[src/rtl/crb_consts.svh]
// Purpose: constants for the control register block
// Assumes: register indices as printed; byte address is four times index
// Notes: timing counts derived from a 100 MHz clock
`ifndef CRB_CONSTS_SVH
`define CRB_CONSTS_SVH

// register indices
`define CRB_IDX_SIG 4'h0
`define CRB_IDX_LOCK 4'h4
`define CRB_IDX_INIT 4'h5
`define CRB_IDX_MISC 4'h6
`define CRB_IDX_GPO 4'h7
`define CRB_IDX_OUT 4'h8
// lock keys
`define CRB_KEY_LOCK 8'hcb
`define CRB_KEY_UNLOCK 8'h34
// init register fields
`define CRB_INIT_REINIT 0
`define CRB_INIT_ALIGN 1
`define CRB_INIT_ODRST 2
// misc register fields
`define CRB_MISC_CHECK 0
`define CRB_MISC_BIAS 2
`define CRB_MISC_VCO 3
// reset values
`define CRB_RST_SIG 32'h0000_0000
`define CRB_RST_BYTE 8'h00
`define CRB_RST_OUT 16'h1000
`define CRB_OUT_MASK 16'h1fff
// squelch time for divider alignment
`define CRB_SQUELCH_NS 10000
`define CRB_CLK_NS 10
`define CRB_SQUELCH_CYC ((`CRB_SQUELCH_NS + `CRB_CLK_NS - 1) / `CRB_CLK_NS)

`endif

[src/rtl/crb_pkg.sv]
// Purpose: types for the control register block
// Assumes: nothing
// Notes: constants live in crb_consts.svh
package crb_pkg;
  typedef enum logic [2:0] {CRB_IDLE, CRB_VCO_CAL, CRB_ALIGN_WAIT,
    CRB_ALIGN, CRB_DONE} crb_seq_t;
endpackage

[src/rtl/crb_squelch_timer.sv]
// Purpose: counts the output squelch interval of divider alignment
// Assumes: start is a one-cycle pulse
// Notes: restart while busy reloads the count
`timescale 1ns/1ns
`default_nettype none
module crb_squelch_timer #(
  parameter int unsigned CYCLES = 1000
)
(
  input wire logic i_clk,
  input wire logic i_rst_n,
  input wire logic i_start,
  output logic o_busy,
  output logic o_done
);
  logic [15:0] count;
  logic busy;
  logic done;

  // down counter, done pulses in the first cycle after busy falls
  always_ff @(posedge i_clk)
  begin
    if (!i_rst_n)
    begin
      count <= 16'h0000;
      busy <= 1'b0;
      done <= 1'b0;
    end
    else if (i_start)
    begin
      count <= 16'(CYCLES - 1);
      busy <= 1'b1;
      done <= 1'b0;
    end
    else if (busy)
    begin
      count <= count - 16'h0001;
      busy <= (count != 16'h0000);
      done <= (count == 16'h0000);
    end
    else
    begin
      done <= 1'b0;
    end
  end

  assign o_busy = busy;
  assign o_done = done;
endmodule // crb_squelch_timer
`default_nettype wire

[src/rtl/crb_control_regs.sv]
// Purpose: control register group of a clock generator
// Assumes: plain register port; read data one cycle after read strobe
// Notes: calibration and signature engine sit outside, via handshake ports
// Contract
// - hold 32-bit expected signature compared against computed CRC-32
// - mismatch sets reload or fail event, chosen by error policy
// - lock key 0xCB sets config write protect
// - lock key 0x34 clears config write protect
// - output driver reset bit holds all drivers reset and disabled
// - alignment done indication is inverse of output driver reset
// - writing 1 to alignment bit aligns dividers; 0 does nothing
// - output clocks squelched about 10us during alignment
// - alignment bit self-clears when alignment finishes
// - PLL restart reruns sequence from VCO calibration, then alignment
// - PLL restart bit self-clears when whole sequence finishes
// - writing 1 over a stored 0 to VCO trigger starts VCO recalibration
// - writing 1 over a stored 0 to bias trigger starts bias recalibration
// - check trigger starts check unless automatic check running; self-clears
// - seven output level bits drive pins configured as general output
`include "crb_consts.svh"
`timescale 1ns/1ns
`default_nettype none
module crb_control_regs (
  input wire logic i_clk,
  input wire logic i_rst_n,
  input wire logic [3:0] i_addr,
  input wire logic [31:0] i_wdata,
  input wire logic i_wr,
  input wire logic i_rd,
  output logic [31:0] o_rdata,
  // signature engine
  input wire logic i_sig_done,
  input wire logic [31:0] i_sig_calc,
  input wire logic i_sig_auto_busy,
  input wire logic i_sig_err_mode,
  output logic o_sig_check_start,
  output logic [31:0] o_sig_expected,
  output logic o_sig_reload_evt,
  output logic o_sig_fail_evt,
  // calibration handshakes
  output logic o_vco_cal_start,
  input wire logic i_vco_cal_done,
  output logic o_bias_cal_start,
  // outputs and pins
  output logic o_config_write_protect,
  output logic o_out_drv_reset,
  output logic o_out_drv_enable,
  output logic o_align_done,
  output logic o_div_align,
  output logic o_squelch,
  output logic [12:0] o_out_ctrl,
  input wire logic [6:0] i_gpio_is_output,
  output logic [6:0] o_gpio_level
);
  // -------------------------------------------------------------------
  // registers
  // -------------------------------------------------------------------
  logic [31:0] sig_exp;
  logic wp;
  logic out_rst;
  logic align_req;
  logic reinit_req;
  logic vco_trig;
  logic bias_trig;
  logic [6:0] gpo_lvl;
  logic [15:0] out_ctrl;
  logic [31:0] rdata;
  logic vco_start;
  logic bias_start;
  logic chk_start;
  logic reload_evt;
  logic fail_evt;
  crb_pkg::crb_seq_t seq;
  crb_pkg::crb_seq_t next_seq;

  // -------------------------------------------------------------------
  // decode
  // -------------------------------------------------------------------
  // register index compare
  function automatic logic hit(input logic [3:0] a, input logic [3:0] idx);
    hit = (a == idx);
  endfunction

  // written one over a stored zero: a fresh calibration request
  function automatic logic rise_on_write(input logic wr,
    input logic new_bit, input logic old_bit);
    rise_on_write = wr && new_bit && !old_bit;
  endfunction

  // write decode; protected registers are gated by the lock flag
  wire cfg_ok = !wp;
  wire wr_sig = i_wr && hit(i_addr, `CRB_IDX_SIG) && cfg_ok;
  wire wr_lock = i_wr && hit(i_addr, `CRB_IDX_LOCK);
  wire wr_init = i_wr && hit(i_addr, `CRB_IDX_INIT) && cfg_ok;
  wire wr_misc = i_wr && hit(i_addr, `CRB_IDX_MISC) && cfg_ok;
  wire wr_gpo = i_wr && hit(i_addr, `CRB_IDX_GPO) && cfg_ok;
  wire wr_out = i_wr && hit(i_addr, `CRB_IDX_OUT) && cfg_ok;

  // init request and lock key fields
  wire [7:0] wbyte = i_wdata[7:0];
  wire set_align = wr_init && wbyte[`CRB_INIT_ALIGN];
  wire set_reinit = wr_init && wbyte[`CRB_INIT_REINIT];
  wire key_lock = wr_lock && (wbyte == `CRB_KEY_LOCK);
  wire key_unlock = wr_lock && (wbyte == `CRB_KEY_UNLOCK);

  // -------------------------------------------------------------------
  // squelch timer
  // -------------------------------------------------------------------
  // timer starts in the state that pulses the divider align
  wire tmr_start = (seq == crb_pkg::CRB_ALIGN_WAIT);
  wire tmr_busy;
  wire tmr_done;

  crb_squelch_timer #(
    .CYCLES(`CRB_SQUELCH_CYC)
  ) u_timer (
    .i_clk(i_clk),
    .i_rst_n(i_rst_n),
    .i_start(tmr_start),
    .o_busy(tmr_busy),
    .o_done(tmr_done)
  );

  // -------------------------------------------------------------------
  // init sequence
  // -------------------------------------------------------------------
  // next state of restart / alignment sequencer
  // a request landing while busy only sets its bit; no rerun
  always_comb
  begin
    next_seq = seq;
    case (seq)
      crb_pkg::CRB_IDLE:
      begin
        if (set_reinit)
          next_seq = crb_pkg::CRB_VCO_CAL;
        else if (set_align)
          next_seq = crb_pkg::CRB_ALIGN_WAIT;
      end
      crb_pkg::CRB_VCO_CAL:
      begin
        if (i_vco_cal_done)
          next_seq = crb_pkg::CRB_ALIGN_WAIT;
      end
      crb_pkg::CRB_ALIGN_WAIT:
        next_seq = crb_pkg::CRB_ALIGN;
      crb_pkg::CRB_ALIGN:
      begin
        if (tmr_done)
          next_seq = crb_pkg::CRB_DONE;
      end
      crb_pkg::CRB_DONE:
        next_seq = crb_pkg::CRB_IDLE;
      default:
        next_seq = crb_pkg::CRB_IDLE;
    endcase
  end

  always_ff @(posedge i_clk)
  begin
    if (!i_rst_n)
      seq <= crb_pkg::CRB_IDLE;
    else
      seq <= next_seq;
  end

  // request bits: set by write, cleared when sequence ends
  always_ff @(posedge i_clk)
  begin
    if (!i_rst_n)
    begin
      align_req <= 1'b0;
      reinit_req <= 1'b0;
    end
    else
    begin
      if (set_align || set_reinit)
        align_req <= 1'b1;
      else if (seq == crb_pkg::CRB_DONE)
        align_req <= 1'b0;
      if (set_reinit)
        reinit_req <= 1'b1;
      else if (seq == crb_pkg::CRB_DONE)
        reinit_req <= 1'b0;
    end
  end

  // -------------------------------------------------------------------
  // plain control registers
  // -------------------------------------------------------------------
  // expected signature, compared here against i_sig_calc
  always_ff @(posedge i_clk)
  begin
    if (!i_rst_n)
      sig_exp <= `CRB_RST_SIG;
    else if (wr_sig)
      sig_exp <= i_wdata;
  end

  // configuration write protect, set and cleared by key only
  always_ff @(posedge i_clk)
  begin
    if (!i_rst_n)
      wp <= 1'b0;
    else if (key_lock)
      wp <= 1'b1;
    else if (key_unlock)
      wp <= 1'b0;
  end

  // output driver reset level
  always_ff @(posedge i_clk)
  begin
    if (!i_rst_n)
      out_rst <= 1'b0;
    else if (wr_init)
      out_rst <= wbyte[`CRB_INIT_ODRST];
  end

  // stored recalibration triggers, kept for edge detection
  always_ff @(posedge i_clk)
  begin
    if (!i_rst_n)
    begin
      vco_trig <= 1'b0;
      bias_trig <= 1'b0;
    end
    else if (wr_misc)
    begin
      vco_trig <= wbyte[`CRB_MISC_VCO];
      bias_trig <= wbyte[`CRB_MISC_BIAS];
    end
  end

  // general output levels; bit 7 is not stored
  always_ff @(posedge i_clk)
  begin
    if (!i_rst_n)
      gpo_lvl <= 7'h00;
    else if (wr_gpo)
      gpo_lvl <= wbyte[6:0];
  end

  // output control; reserved upper bits masked to zero
  always_ff @(posedge i_clk)
  begin
    if (!i_rst_n)
      out_ctrl <= `CRB_RST_OUT;
    else if (wr_out)
      out_ctrl <= i_wdata[15:0] & `CRB_OUT_MASK;
  end

  // -------------------------------------------------------------------
  // triggers and signature events
  // -------------------------------------------------------------------
  // calibration edges, manual check request and mismatch
  wire vco_rise =
    rise_on_write(wr_misc, wbyte[`CRB_MISC_VCO], vco_trig);
  wire bias_rise =
    rise_on_write(wr_misc, wbyte[`CRB_MISC_BIAS], bias_trig);
  wire chk_req = wr_misc && wbyte[`CRB_MISC_CHECK] && !i_sig_auto_busy;
  wire mismatch = i_sig_done && (i_sig_calc != sig_exp);
  wire seq_vco = (seq == crb_pkg::CRB_IDLE) && set_reinit;

  // one-cycle start pulses to the calibrators and the check engine
  always_ff @(posedge i_clk)
  begin
    if (!i_rst_n)
    begin
      vco_start <= 1'b0;
      bias_start <= 1'b0;
      chk_start <= 1'b0;
    end
    else
    begin
      vco_start <= vco_rise || seq_vco;
      bias_start <= bias_rise;
      chk_start <= chk_req;
    end
  end

  // mismatch event pulses, steered by the error policy
  always_ff @(posedge i_clk)
  begin
    if (!i_rst_n)
    begin
      reload_evt <= 1'b0;
      fail_evt <= 1'b0;
    end
    else
    begin
      reload_evt <= mismatch && !i_sig_err_mode;
      fail_evt <= mismatch && i_sig_err_mode;
    end
  end

  // -------------------------------------------------------------------
  // read port
  // -------------------------------------------------------------------
  // read values; reserved and write-only fields read zero
  wire [7:0] init_rd = {5'h00, out_rst, align_req, reinit_req};
  wire [7:0] misc_rd = {4'h0, vco_trig, bias_trig, 2'h0};
  wire [31:0] rd_mux =
    hit(i_addr, `CRB_IDX_SIG) ? sig_exp :
    hit(i_addr, `CRB_IDX_INIT) ? {24'h00_0000, init_rd} :
    hit(i_addr, `CRB_IDX_MISC) ? {24'h00_0000, misc_rd} :
    hit(i_addr, `CRB_IDX_GPO) ? {25'h000_0000, gpo_lvl} :
    hit(i_addr, `CRB_IDX_OUT) ? {16'h0000, out_ctrl} :
    32'h0000_0000;

  // read data valid in the cycle after the strobe only
  always_ff @(posedge i_clk)
  begin
    if (!i_rst_n)
      rdata <= 32'h0000_0000;
    else if (i_rd)
      rdata <= rd_mux;
    else
      rdata <= 32'h0000_0000;
  end

  // -------------------------------------------------------------------
  // outputs
  // -------------------------------------------------------------------
  // bus and signature engine
  assign o_rdata = rdata;
  assign o_sig_check_start = chk_start;
  assign o_sig_expected = sig_exp;
  assign o_sig_reload_evt = reload_evt;
  assign o_sig_fail_evt = fail_evt;

  // calibration starts and write protect
  assign o_vco_cal_start = vco_start;
  assign o_bias_cal_start = bias_start;
  assign o_config_write_protect = wp;

  // drivers, alignment and pin levels
  assign o_out_drv_reset = out_rst;
  assign o_out_drv_enable = !out_rst;
  assign o_align_done = !out_rst;
  assign o_div_align = tmr_start;
  assign o_squelch = tmr_busy;
  assign o_out_ctrl = out_ctrl[12:0];
  assign o_gpio_level = gpo_lvl & i_gpio_is_output;
endmodule // crb_control_regs
`default_nettype wire

[config.mk]
export PLATFORM = sky130hd
export DESIGN_NAME = crb_control_regs
export DESIGN_NICKNAME = d
export VERILOG_FILES = /design/src/rtl/crb_pkg.sv /design/src/rtl/crb_squelch_timer.sv /design/src/rtl/crb_control_regs.sv
export VERILOG_INCLUDE_DIRS = /design/src /design/src/rtl
export SDC_FILE = /design/constraint.sdc
export NUM_CORES = 1
export LEC_CHECK = 0
export BUFFER_PORTS_ARGS = -buffer_cell sky130_fd_sc_hd__buf_4
export CORE_MARGIN = 1
export CORE_UTILIZATION = 49
export CTS_CLUSTER_SIZE = 10
export DETAILED_ROUTE_END_ITERATION = 16
export GPL_TIMING_DRIVEN = 0
export PLACE_DENSITY = 0.85
export SETUP_SLACK_MARGIN = 0.05
export SLEW_MARGIN = 30
export SYNTH_ARGS = -nofsm -noshare
export SYNTH_HDL_FRONTEND = slang
export SYNTH_SLANG_ARGS = --single-unit
[constraint.sdc]
create_clock -name i_clk -period 2.6 [get_ports i_clk]
set_input_delay 0.13 -clock i_clk [delete_from_list [all_inputs] [get_ports i_clk]]
set_output_delay 0.13 -clock i_clk [all_outputs]
set_load 0.005 [all_outputs]
# Word level (Yosys, flattened, before mapping)
# Cells that the tools add are included.
[totals] reg_bits=116 latch_bits=0 mem_bits_rw=0 mem_bits_ro=0 output_inout_bits=95 n_memories=0
[classes] add_sub_neg=1 mul=0 div_mod_pow=0 order_cmp=0 eq_ne=15 shift=0 n_mux=19 n_bitwise=3 n_reduce_logical=45
[op_table] operator="$mux W13" count=4
[op_table] operator="$mux W32" count=1
[op_table] operator="$ne A32 B32 Y1" count=1
[op_table] operator="$logic_and A1 B1 Y1" count=25
[op_table] operator="$mux W10" count=2
[op_table] operator="$eq A4 B3 Y1 const B" count=4
[op_table] operator="$logic_not A16 Y1" count=1
[op_table] operator="$reduce_bool A16 Y1" count=1
[op_table] operator="$sub A16 B1 Y16 const B" count=1
[op_table] operator="$mux W3" count=4
[op_table] operator="$pmux W3 S4" count=1
[op_table] operator="$eq A8 B6 Y1 const B" count=1
[op_table] operator="$eq A8 B8 Y1 const B" count=1
[op_table] operator="$reduce_bool A2 Y1" count=4
[op_table] operator="$and A7 B7 Y7" count=1
[op_table] operator="$mux W1" count=7
[op_table] operator="$eq A3 B2 Y1 const B" count=2
[op_table] operator="$logic_not A1 Y1" count=6
[op_table] operator="$eq A4 B4 Y1 const B" count=1
[op_table] operator="$logic_not A4 Y1" count=1
[op_table] operator="$eq A3 B1 Y1 const B" count=1
[op_table] operator="$eq A3 B3 Y1 const B" count=1
[op_table] operator="$logic_not A3 Y1" count=1
[op_table] operator="$ne A3 B3 Y1 const B" count=1
[op_table] operator="other kinds (8)" count=10

# Logic depth before layout (Yosys ltp)
# Gate-level depths: netlist of run 1.
[depth] depth_word=7 depth_mapped=7 depth_no_buf=6

# Hierarchy
# A second synthesis of run 1 with hierarchy kept.
[unflattened] hier_cells=543 hier_area_um2=4874.7
[modules_own_cells] module="crb_control_regs" instances=1 cells_per_inst=449 area_each_um2=4006.3
[modules_own_cells] module="crb_squelch_timer" instances=1 cells_per_inst=94 area_each_um2=868.3

# Worst setup path before layout of run 1
# OpenSTA, ideal clock, no wires.
[synth_path] kind="flip-flop to flip-flop" start="reg u_timer.busy (netlist: u_timer.o_busy)" end="reg u_timer.count[11]" setup_time_ns=0.070 t_arrival_ns=2.021 required_ns=2.530 setup_slack_ns=0.509 path_stages_with_launch=7 cell_sequence="dfxtp_1 buf_6 or4b_1 or4_1 clkbuf_2 or4_1 a21oi_1"
[synth_rtl] element="start: declaration" line_no="crb_squelch_timer.sv:17" source="logic busy;"
[synth_rtl] element="start signal: assignment" line_no="crb_squelch_timer.sv:38" source="busy <= (count != 16'h0000);"
[synth_rtl] element="end signal: assignment" line_no="crb_squelch_timer.sv:31" source="count <= 16'(CYCLES - 1);"
[synth_rtl] element="end signal: assignment" line_no="crb_squelch_timer.sv:37" source="count <= count - 16'h0001;"
[synth_rtl] element="end: declaration" line_no="crb_squelch_timer.sv:16" source="logic [15:0] count;"

# Final worst setup path of run 1
[layout_path] start="reg sig_exp[26] (netlist: o_sig_expected[26])" end="reg reload_evt (netlist: o_sig_reload_evt)"
[layout_between] elab_chain_cells=3
[layout_lines] element="start: declaration" line_no="crb_control_regs.sv:58" source="logic [31:0] sig_exp;"
[layout_lines] element="start signal: assignment" line_no="crb_control_regs.sv:195" source="sig_exp <= `CRB_RST_SIG;"
[layout_lines] element="start signal: assignment" line_no="crb_control_regs.sv:197" source="sig_exp <= i_wdata;"
[layout_lines] element="$ne A32 B32 Y1" line_no="crb_control_regs.sv:262" source="wire mismatch = i_sig_done && (i_sig_calc != sig_exp);"
[layout_lines] element="$logic_and A1 B1 Y1" line_no="crb_control_regs.sv:262"
[layout_lines] element="$logic_and A1 B1 Y1" line_no="crb_control_regs.sv:292" source="reload_evt <= mismatch && !i_sig_err_mode;"
[layout_lines] element="end signal: assignment" line_no="crb_control_regs.sv:292"
[layout_lines] element="end: declaration" line_no="crb_control_regs.sv:71" source="logic reload_evt;"
# No other way between the ends.
# A chain may end at the register's enable or synchronous reset.

==> impl_results.md, run 1 <==
- Post-cts repair resize count: 0
- CP required: 3.01 ns
- Gr ovfl total: 0
- WS Path Type: register to register
- Yosys top cell area share: 48.0%
- Vias in the first global route: between 5000 and 6000
- Clk sinks: around 120
- Row count: 35
- Fillers: around 640
- Post-CTS Setup Inserts: 0
- Least-Margin Pin Slew: 0.741 ns
- Vias post-DR: 5232
- Ant. Diodes: 0
- Synth Area in Adders: 0.517%
- Core footprint: 9420 um^2
- Status: finished clean
- Unrepaired setup endpoints after global routing: false
- Hold_ws: just under 0.04 ns
- Post-DR wirelength/cell: 18.5 um
- Top delay family on crit path: simple AND/OR/NAND/NOR gates
- Global-route wire length before repair: 26.0 mm
- Crit. End Element: register
- Drt pass-1 iters: 5
- DRC viols: 0
- DIE AREA: 10300 um^2
- Fin nets: 873
- Mux share of post-synthesis cell area: 2.28%
- Average size of a mapped cell: 8.74 um^2
- Area growth from synthesis to layout: 51.1%
- Register bit count reported by yosys: 116
- Htree depth: 4
- Clock Tree Buf Depth: 2
- Met3 wire len: 1.22 mm
- WP data arrival: 2.75 ns
- Placer congestion estimate: 0.898
- Startpoint Class: register
- HPWL after DPL: about 12 mm
- CTS Buf Count: 17
- Maximum number of pins on one net before global-route repair: 17
- Hold Vio Cnt, Final: 0
- Worst-Skew Late Latency: 0.52 ns
- GRT Overall Usage: 33.8%
- I/O Buffers: about 180
- Worst hold path class: input port to register
- Ys Warns: 0
- Yosys cell types: 53
- Max transition margin: 50.1%
- Area contributors post-synth: dfxtp_1 (48%), nand2_1 (7.1%), xnor2_1 (6.7%)
- Crit Reg-Reg Startpoint: o_sig_expected[26]
- Met2 routed WL: 8.71 mm
- WP buf/inv: 1
- EDFF count, synth: 0
- Xor and xnor area share after synthesis: 7.96%
- Crit path time final: ~2.3 ns
- Antenna Nets Post-Route: 0
- Async SR Flop Fraction: 0%
- CTS tree: built
- Initial antenna violation count: 0
- # setup viols final: 0
- Die Y: 101 um
- Post-synthesis simple-gate area fraction: 24.9%
- Post-synthesis cell area: roughly 4800 um^2
- Layout cell share with drive strength beyond 1: between 20 and 30%
- Critical Path Max Stage Delay: 0.62 ns
- Largest family of logic cells by synthesized area: simple AND/OR/NAND/NOR gates
- PwrDens: ~680 nW/um^2
- IO Pins: approximately 180
- Post-synthesis sequential area ratio: between 40 and 50%
- Achievable Freq: 0.427 GHz
- Routed vias/inst: roughly 5.6
- Wire length on met1: between 6 and 7 mm
- Area fraction in compound gates after synthesis: between 10% and 20%
- Starting Density: 51.4%
- Final Cycle Share: about nine tenths
- Fin. max-slew vios: 0
- Maximum net fanout on the critical path: 4
- Root Buffer: clkbuf_8
- Critical path origin: o_sig_expected[26]
- Highest routed layer: met4
- Clock skew: 0.0122 ns
- Synth Instances: approximately 550
- Die X: 101 um
- DRT Wirelength: 17.2 mm
- Maxcap violations: 0
- Final setup TNS: 0 ns
- Synth area leader: dfxtp_1
- Slowest stage cell on the critical path: nor4_1
- Crit-path cells: xnor2_1 -> nand4_1 -> nor4_1 -> a211oi_1 -> dlygate4sd3_1
- First-iteration detailed-routing DRC count: 426
- IR drop worst, VDD: 0.000436 V
- Worst-path clk slew: 0.07 ns
- Hold_sp: i_sig_calc[23]
- Mapped Nets: 639
- Lkg Pwr: approximately 3.1 nW
- Top_reg_cell synth: dfxtp_1
sequential cells by signal, summed over array words and instances (netlist names), 3 cells and up:
register / count
out_ctrl: 13
o_sig_expected: 32
seq: 3
o_rdata: 32
gpo_lvl: 7
u_timer.count: 16
cell type report:
type | instances | area, um^2 | share of cell area [%]
clock inverters | 14 | 180 | 2.46
clock buffers | 17 | 414 | 5.66
repair buffers | 215 | 1710 | 23.4
well taps | 129 | 161 | 2.21
flip-flops and latches | 116 | 2320 | 31.7
multi-input cells | 394 | 2340 | 32.0
plain buffers | 37 | 159 | 2.17
inverters | 7 | 26.3 | 0.359
path summary, 6_finish.rpt:
path                            slack, ns                to  depth (start not counted)
worst max-delay path                 0.26  o_sig_reload_evt                          5
worst min-delay path                 0.04    o_sig_fail_evt                          5
worst max register to register       0.26  o_sig_reload_evt                          5
worst min register to register       0.46        reinit_req                          2
synthesized netlist by cell type (7+ instances only):
master / n
or3_1: 7
clkbuf_1: 31
mux2i_1: 11
nor3_1: 7
o21ai_0: 9
nand3_1: 20
nand4_1: 11
nor2_1: 29
xor2_1: 7
and3_1: 20
o21a_1: 7
and2_1: 9
a21oi_1: 59
nor4_1: 9
nand2_1: 92
dfxtp_1: 116
xnor2_1: 37
timing repair:
action	4_1_cts	5_1_grt
setup endpoints to repair	0	0
hold endpoints to repair	63	0
hold buffers	40	0
metrics by stage:
stage | utilization (%) | power (W) | cell area, um^2 | instances | setup WS [ns]
2_1_floorplan | - | 0.00233 | 4840 | 554 | 0.509
3_3_place_gp | 67.1 | 0.00255 | 6310 | 858 | 0.405
3_5_place_dp | 67.1 | 0.00259 | 6320 | 858 | 0.359
4_1_cts | 77.7 | 0.00495 | 7310 | 929 | 0.263
5_1_grt | 77.7 | 0.00513 | 7310 | 929 | 0.0562
6_report | 77.7 | 0.00497 | 7310 | 929 | 0.259
cells by family (layout without fill, tap and decap cells):
| kind of cell | Yosys count | count (layout) |
|---|---|---|
| AND/OR/NAND/NOR | 236 | 236 |
| flip-flops | 116 | 116 |
| AO/OA/AOI/OAI | 101 | 101 |
| XOR/XNOR | 44 | 44 |
| buffers and inverters | 44 | 290 |
| multiplexers | 11 | 11 |
| adder cells (fa/ha/maj) | 2 | 2 |
power by group:
| group | internal [W] | leakage, nW | switching [W] |
|---|---|---|---|
| clock network | 0.00147 | 0.285 | 0.000872 |
| logic | 0.000353 | 1.89 | 0.000353 |
| registers | 0.00185 | 0.937 | 0.0000744 |
| total | 0.00367 | 3.11 | 0.00130 |
worst min-delay path, delay by kind of cell:
family	cells	cell delay, ns
AND/OR/NAND/NOR	2	0.14
AO/OA/AOI/OAI	1	0.11
buffers and inverters	1	0.08
XOR/XNOR	1	0.05
layer usage:
metal  up-vias  GRT usage (%)
li1       2401              -
met1      2478           38.5
met2       294           59.8
met3        59           6.90
met4         0           17.7
met5         -              0
cells in the final DEF, fill, tap and decap left out, drive strengths merged, types with 3 or more instances in the layout:
cell type and instances:
a22o 6, inv 9, o21ai 9, clkinv 7
a21oi 59, dlygate4sd3 40, a22oi 4, xor2 7
clkbuf 49, bufinv 3, or4 5, xnor2 37
nor2 29, nand4 11, nand4b 4, nand2 92
or3 9, buf 180, nor4 9, o31ai 3
mux2i 11, nand3 20, nor3 7, dfxtp 116
nor2b 5, and2 9, nor4bb 3, and3 20
o21a 7
Power figures use the tool's default switching activity.
==> run 2: changes to the inputs <==
Settings changed: MAX_ROUTING_LAYER set to met4.
==> run 2 against run 1 <==
Net effect:
- cell count up 0.22%
- combinational power down 1%
- clock power up 9.0%
- count of clock-buffer cells in the layout up 1
- critical path depth down 1
- via count up 0.67%
- flip-flop and latch count unchanged
- worst setup slack better by 0.063 ns
- sequential power about the same
- non-clock buffer count up 1
- sequential share of layout area down 0.25 points
- critical path type is now register to primary output
- largest power group unchanged
- highest routed layer unchanged
==> impl_results.md, run 2 (synthesis results as in run 1) <==
- WS Path Type: register to primary output
- Maximum number of pins on one net before global-route repair: 17
- Post-CTS Setup Inserts: 0
- Area growth from synthesis to layout: 52.3%
- Status: finished clean
- DRT Wirelength: approximately 17 mm
- Most frequent cells in the layout: buf_4 (176), dfxtp_1 (116), nand2_1 (92), a21oi_1 (59), dlygate4sd3_1 (41)
- Initial antenna violation count: 0
- Starting Density: 51.4%
- Unrepaired setup endpoints after global routing: false
- Routed vias/inst: 5.66
- Hold Vio Cnt, Final: 0
- Register area: between 2000 and 2500 um^2
- IR drop worst, VDD: 0.000467 V
- Worst-path clk slew: 0.06 ns
- Wire length on met1: roughly 6.8 mm
- Hold_sp: i_wr
- Sw frac: 25.3%
- Area occupied by multi-input gates: 2340 um^2
- Fin nets: 874
- Final total power: 0.00518 W
- Clock skew: 0.00689 ns
- CTS Buf Count: 17
- # setup viols final: 0
- PwrDens: 702 nW/um^2
- Final setup TNS: 0 ns
- Highest routed layer: met4
- Antenna Nets Post-Route: 0
- Startpoint Class: register
- Fillers: ~630
- Layout cell share with drive strength beyond 1: 27.2%
- Core footprint: 9420 um^2
- Achievable Freq: 0.439 GHz
- First-iteration detailed-routing DRC count: about 420
- Root Buffer: clkbuf_8
- IO Pins: 178
- Vias post-DR: 5267
- Clk sinks: about 120
- Worst Hold Depth: 4
- Vias in the first global route: 5164
- Least-Margin Pin Slew: 0.774 ns
- Reg2reg path depth: 5
- Crit Reg-Reg Startpoint: o_sig_expected[26]
- Net Switching: 0.00131 W
- Crit path time final: about 2.3 ns
- Hold_ws: 0.0352 ns
- Met3 wire len: ~1.3 mm
- Cell-internal power: 0.00387 W
- Maximum net fanout on the critical path: 10
- Row count: 35
- Die Y: 101 um
- Worst-Skew Late Latency: between 0.5 and 0.6 ns
- Clock Tree Buf Depth: 2
- Lkg Pwr: roughly 3.1 nW
- Comb pwr share: 13.5%
- Commonest non-fill, non-tap cell in the layout: buf_4
- Maxcap violations: 0
- Drt pass-1 iters: 5
- Global-route wire length before repair: 26.0 mm
- Ant. Diodes: 0
- Clock share of power: 49.4%
- Worst hold path class: input port to register
- WHS Endpoint: o_config_write_protect
- R2r setup slk: 0.32 ns
- I/O Buffers: roughly 180
- DRC viols: 0
- WP data arrival: 2.15 ns
- Crit. End Element: primary output
- DIE AREA: 10300 um^2
- Fin. max-slew vios: 0
- Htree depth: 4
- Reg-to-reg endpoint: o_sig_reload_evt
- Met2 routed WL: 8.63 mm
- Seq pwr share: 37.2%
- Post-DR wirelength/cell: ~19 um
- HPWL after DPL: 11.6 mm
- GRT Overall Usage: 34.8%
- Placer congestion estimate: 0.896
- Gr ovfl total: 0
- Die X: 101 um
- CP required: 2.47 ns
- Final Cycle Share: 87.6%
- Max transition margin: 48.1%
- CTS tree: built
-- run 2: cell types whose count changed in the layout (fill, tap and decap cells not counted) --
| cell | delta |
|---|---|
| bufinv_16 | +2 |
| clkbuf_1 | +1 |
| inv_6 | +1 |
| dlygate4sd3_1 | +1 |
| clkinvlp_4 | -1 |
| clkinv_4 | -2 |
-- run 2: what timing repair did --
action / CTS / global route
hold endpoints to repair: 65 / 0
hold buffers: 41 / 0
gates resized for setup: 0 / 0
-- run 2: worst max-delay path: stages, from the launching register on --
cell and delay [ns]:
dfxtp_1 0.31, clkbuf_1 0.27, nor3b_1 0.45, clkbuf_1 0.41, buf_4 0.19
-- run 2: stage by stage --
step,util (%),cells,setup slack [ns],area [um^2]
2_1_floorplan,-,554,0.509,4840
6_report,78.3,931,0.322,7370
4_1_cts,78.3,931,0.325,7370
3_5_place_dp,67.1,858,0.327,6320
5_1_grt,78.3,931,0.127,7370
3_3_place_gp,67.1,858,0.377,6310
-- run 2: worst max path at each step --
| stage | from | slack (ns) | to |
|---|---|---|---|
| after floorplan | u_timer.o_busy | 0.51 | u_timer.count[11] |
| after global placement | i_addr[0] | 0.38 | o_sig_expected[23] |
| after detailed placement | i_addr[0] | 0.33 | o_sig_expected[22] |
| after CTS | seq[1] | 0.32 | o_div_align |
| after global routing | seq[1] | 0.13 | o_div_align |
| final | seq[1] | 0.32 | o_div_align |
-- run 2: layout make-up --
class / count / area share [%]
flip-flops and latches: 116 / 31.5
inverters: 7 / 0.356
plain buffers: 37 / 2.16
repair buffers: 216 / 23.4
clock buffers: 18 / 5.67
multi-input cells: 394 / 31.7
well taps: 129 / 2.19
clock inverters: 14 / 3.04
-- run 2: power groups by stage --
stage	combinational (W)	clock (W)	sequential [W]
floorplan	0.000387	0	0.00194
CTS	0.000681	0.00254	0.00192
global placement	0.000597	0	0.00195
finish	0.000698	0.00255	0.00192
global route	0.000744	0.00264	0.00193
detailed placement	0.000623	0	0.00196
-- run 2: layer usage --
layer | GRT usage, % | up-vias
met5 | - | -
met4 | 18.6 | 0
met3 | 7.52 | 67
met2 | 58.0 | 308
met1 | 39.0 | 2489
li1 | - | 2403
==> run 3: changes to the inputs <==
--- a/config.mk
+++ b/config.mk
@@ -8,9 +8,9 @@
 export LEC_CHECK = 0
 export BUFFER_PORTS_ARGS = -buffer_cell sky130_fd_sc_hd__buf_4
+export CAP_MARGIN = 20
 export CORE_MARGIN = 1
 export CORE_UTILIZATION = 49
 export CTS_CLUSTER_SIZE = 10
 export DETAILED_ROUTE_END_ITERATION = 16
-export GPL_TIMING_DRIVEN = 0
 export MAX_ROUTING_LAYER = met4
 export PLACE_DENSITY = 0.85
==> constraint.sdc (replaced) <==
create_clock -name i_clk -period 2.6 [get_ports i_clk]
set_input_delay 0.26 -clock i_clk [delete_from_list [all_inputs] [get_ports i_clk]]
set_output_delay 0.26 -clock i_clk [all_outputs]
set_load 0.005 [all_outputs]
==> run 3 against run 2 <==
Net effect:
- first-iteration DRC count decreased by 12%
- clock skew increased by 0.0010 ns
- worst setup slack improved by 0.066 ns
- non-clock buffer count decreased by 42
- critical path type is now register to register
- largest power group unchanged
==> impl_results.md, run 3 (synthesis results as in run 1) <==
- Crit path time final: 2.21 ns
- Met3 usage: 9.04%
- Clk sinks: 116
- Maxcap violations: 0
- DRC viols: 0
- Maximum number of pins on one net before global-route repair: 44
- Status: finished clean
- Startpoint Class: register
- Lkg Pwr: 3.05 nW
- Post-CTS Setup Inserts: 0
- Commonest non-fill, non-tap cell in the layout: buf_4
- Comb pwr share: 12.9%
- WS Path Type: register to register
- Clock Tree Buf Depth: 2
- Fin nets: 832
- Cell-internal power: 0.00375 W
- Starting Density: 51.4%
- Maximum net fanout on the critical path: 9
- IR drop worst, VDD: 0.000525 V
- Die X: roughly 100 um
- Crit. End Element: register
- Post-DR wirelength/cell: 17.4 um
- Root Buffer: clkbuf_8
- Routed vias/inst: 5.65
- Worst-Skew Late Latency: 0.51 ns
- Sw frac: 24.9%
- Final setup TNS: 0 ns
- Clock skew: 0.00794 ns
- Worst-path clk slew: 0.06 ns
- Least-Margin Pin Slew: between 0.7 and 0.8 ns
- Placed cell count: 833
- Crit Reg-Reg Startpoint: u_timer.o_busy
- Post-place setup slack: 0.409 ns
- GRT Overall Usage: 31.1%
- Unrepaired setup endpoints after global routing: false
- # hold bufs at CTS: 23
- Hold_sp: i_wdata[21]
- Top delay family on crit path: simple AND/OR/NAND/NOR gates
- Final Non-Filler Cells: ~890
- Fin. max-slew vios: 0
- Initial antenna violation count: 0
- Critical path origin: u_timer.o_busy
- Layout cell share with drive strength beyond 1: 30.0%
- DIE AREA: 10300 um^2
- Area growth from synthesis to layout: 47.2%
- CP required: 3.04 ns
- CTS tree: built
- Drt pass-1 iters: 5
- Reg-to-reg endpoint: u_timer.count[11]
- # setup viols final: 0
- Met1 track demand over resource: 33.8%
- Final core occ: 75.6%
- IO Pins: 178
- Clock share of power: 48.5%
- Most frequent cells in the layout: buf_4 (187), dfxtp_1 (116), nand2_1 (92), a21oi_1 (59), xnor2_1 (37)
- Met2 Use GR: 50.7%
- Die Y: about 100 um
- Seq pwr share: between 30% and 40%
- GR peak layer: met2
- Ant. Diodes: 0
- Global-route wire length before repair: 23.5 mm
- Gr ovfl total: 0
- HPWL after DPL: 10.5 mm
- PwrDens: 701 nW/um^2
- Antenna Nets Post-Route: 0
- Fin worst setup slack: 0.388 ns
- Hold Vio Cnt, Final: 0
- Hold_ws: 0.0109 ns
- First-iteration detailed-routing DRC count: 369
- Critical Path Max Stage Delay: 0.56 ns
- WP depth: 4
- R2r setup slk: 0.39 ns
- Post-cts repair resize count: 0
- Vias in the first global route: approximately 4700
- Reg2reg path depth: 4
- Core footprint: 9420 um^2
- Slowest stage cell on the critical path: or4b_1
- CP endpoint: u_timer.count[11]
- Final Cycle Share: 85.1%
- Placer congestion estimate: around 0.87
- Fillers: 653
- DRT Wirelength: around 15 mm
- Row count: 35
- Crit-path cells: or4b_1 -> or4_1 -> or4_1 -> a21oi_1
- Worst hold path class: input port to register
- Vias post-DR: 5020
- Achievable Freq: between 0.4 and 0.5 GHz
- Net Switching: 0.00124 W
- CP most frequent cell: or4_1
- CTS Buf Count: 17
- WP buf/inv: 0
- WP data arrival: 2.66 ns
- Max transition margin: 47.0%
- I/O Buffers: 177
- Htree depth: 4
run 3: metal layers:
| metal | up-vias | wire [um] | part of all wire [%] |
|---|---|---|---|
| li1 | 2315 | - | - |
| met1 | 2381 | 5900 | 38 |
| met2 | 258 | 7680 | 50 |
| met3 | 66 | 1180 | 7.6 |
| met4 | 0 | 680 | 4.4 |
| met5 | - | 0 | 0 |
run 3: worst reg2reg max path: stages (launching register included):
cell     delay, ns
dfxtp_1       0.45
or4b_1        0.56
or4_1         0.56
or4_1         0.44
a21oi_1       0.14
run 3: worst min-delay path by stage:
stage	to	slack, ns	depth (start not counted)
after global placement	o_sig_check_start	0.43	2
after global routing	o_sig_fail_evt	0.007	3
final	o_sig_expected[21]	0.01	3
after floorplan	o_sig_reload_evt	0.33	1
after CTS	o_sig_expected[10]	0.0005	3
after detailed placement	o_sig_check_start	0.43	2
run 3: per-stage QoR:
stage	instance area, um^2	total power [W]
global placement	6260	0.00253
detailed placement	6260	0.00256
global route	7120	0.00516
floorplan	4840	0.00233
CTS	7110	0.00500
finish	7120	0.00499
run 3: final cells by class:
cell class	count	area (um^2)	share of cell area, %
Multi-Input combinational cell	394	2350	33.0
Sequential cell	116	2320	32.6
Inverter	7	26.3	0.369
Clock inverter	14	204	2.86
Tap cell	129	161	2.27
Clock buffer	17	414	5.82
Timing Repair Buffer	211	1640	23.1
run 3: power by group through the flow:
stage	clock [W]	combinational [W]	sequential [W]
2_1_floorplan	0	0.000387	0.00194
3_3_place_gp	0	0.000572	0.00196
3_5_place_dp	0	0.000597	0.00197
4_1_cts	0.00244	0.000634	0.00193
5_1_grt	0.00252	0.000696	0.00194
6_report	0.00242	0.000642	0.00193
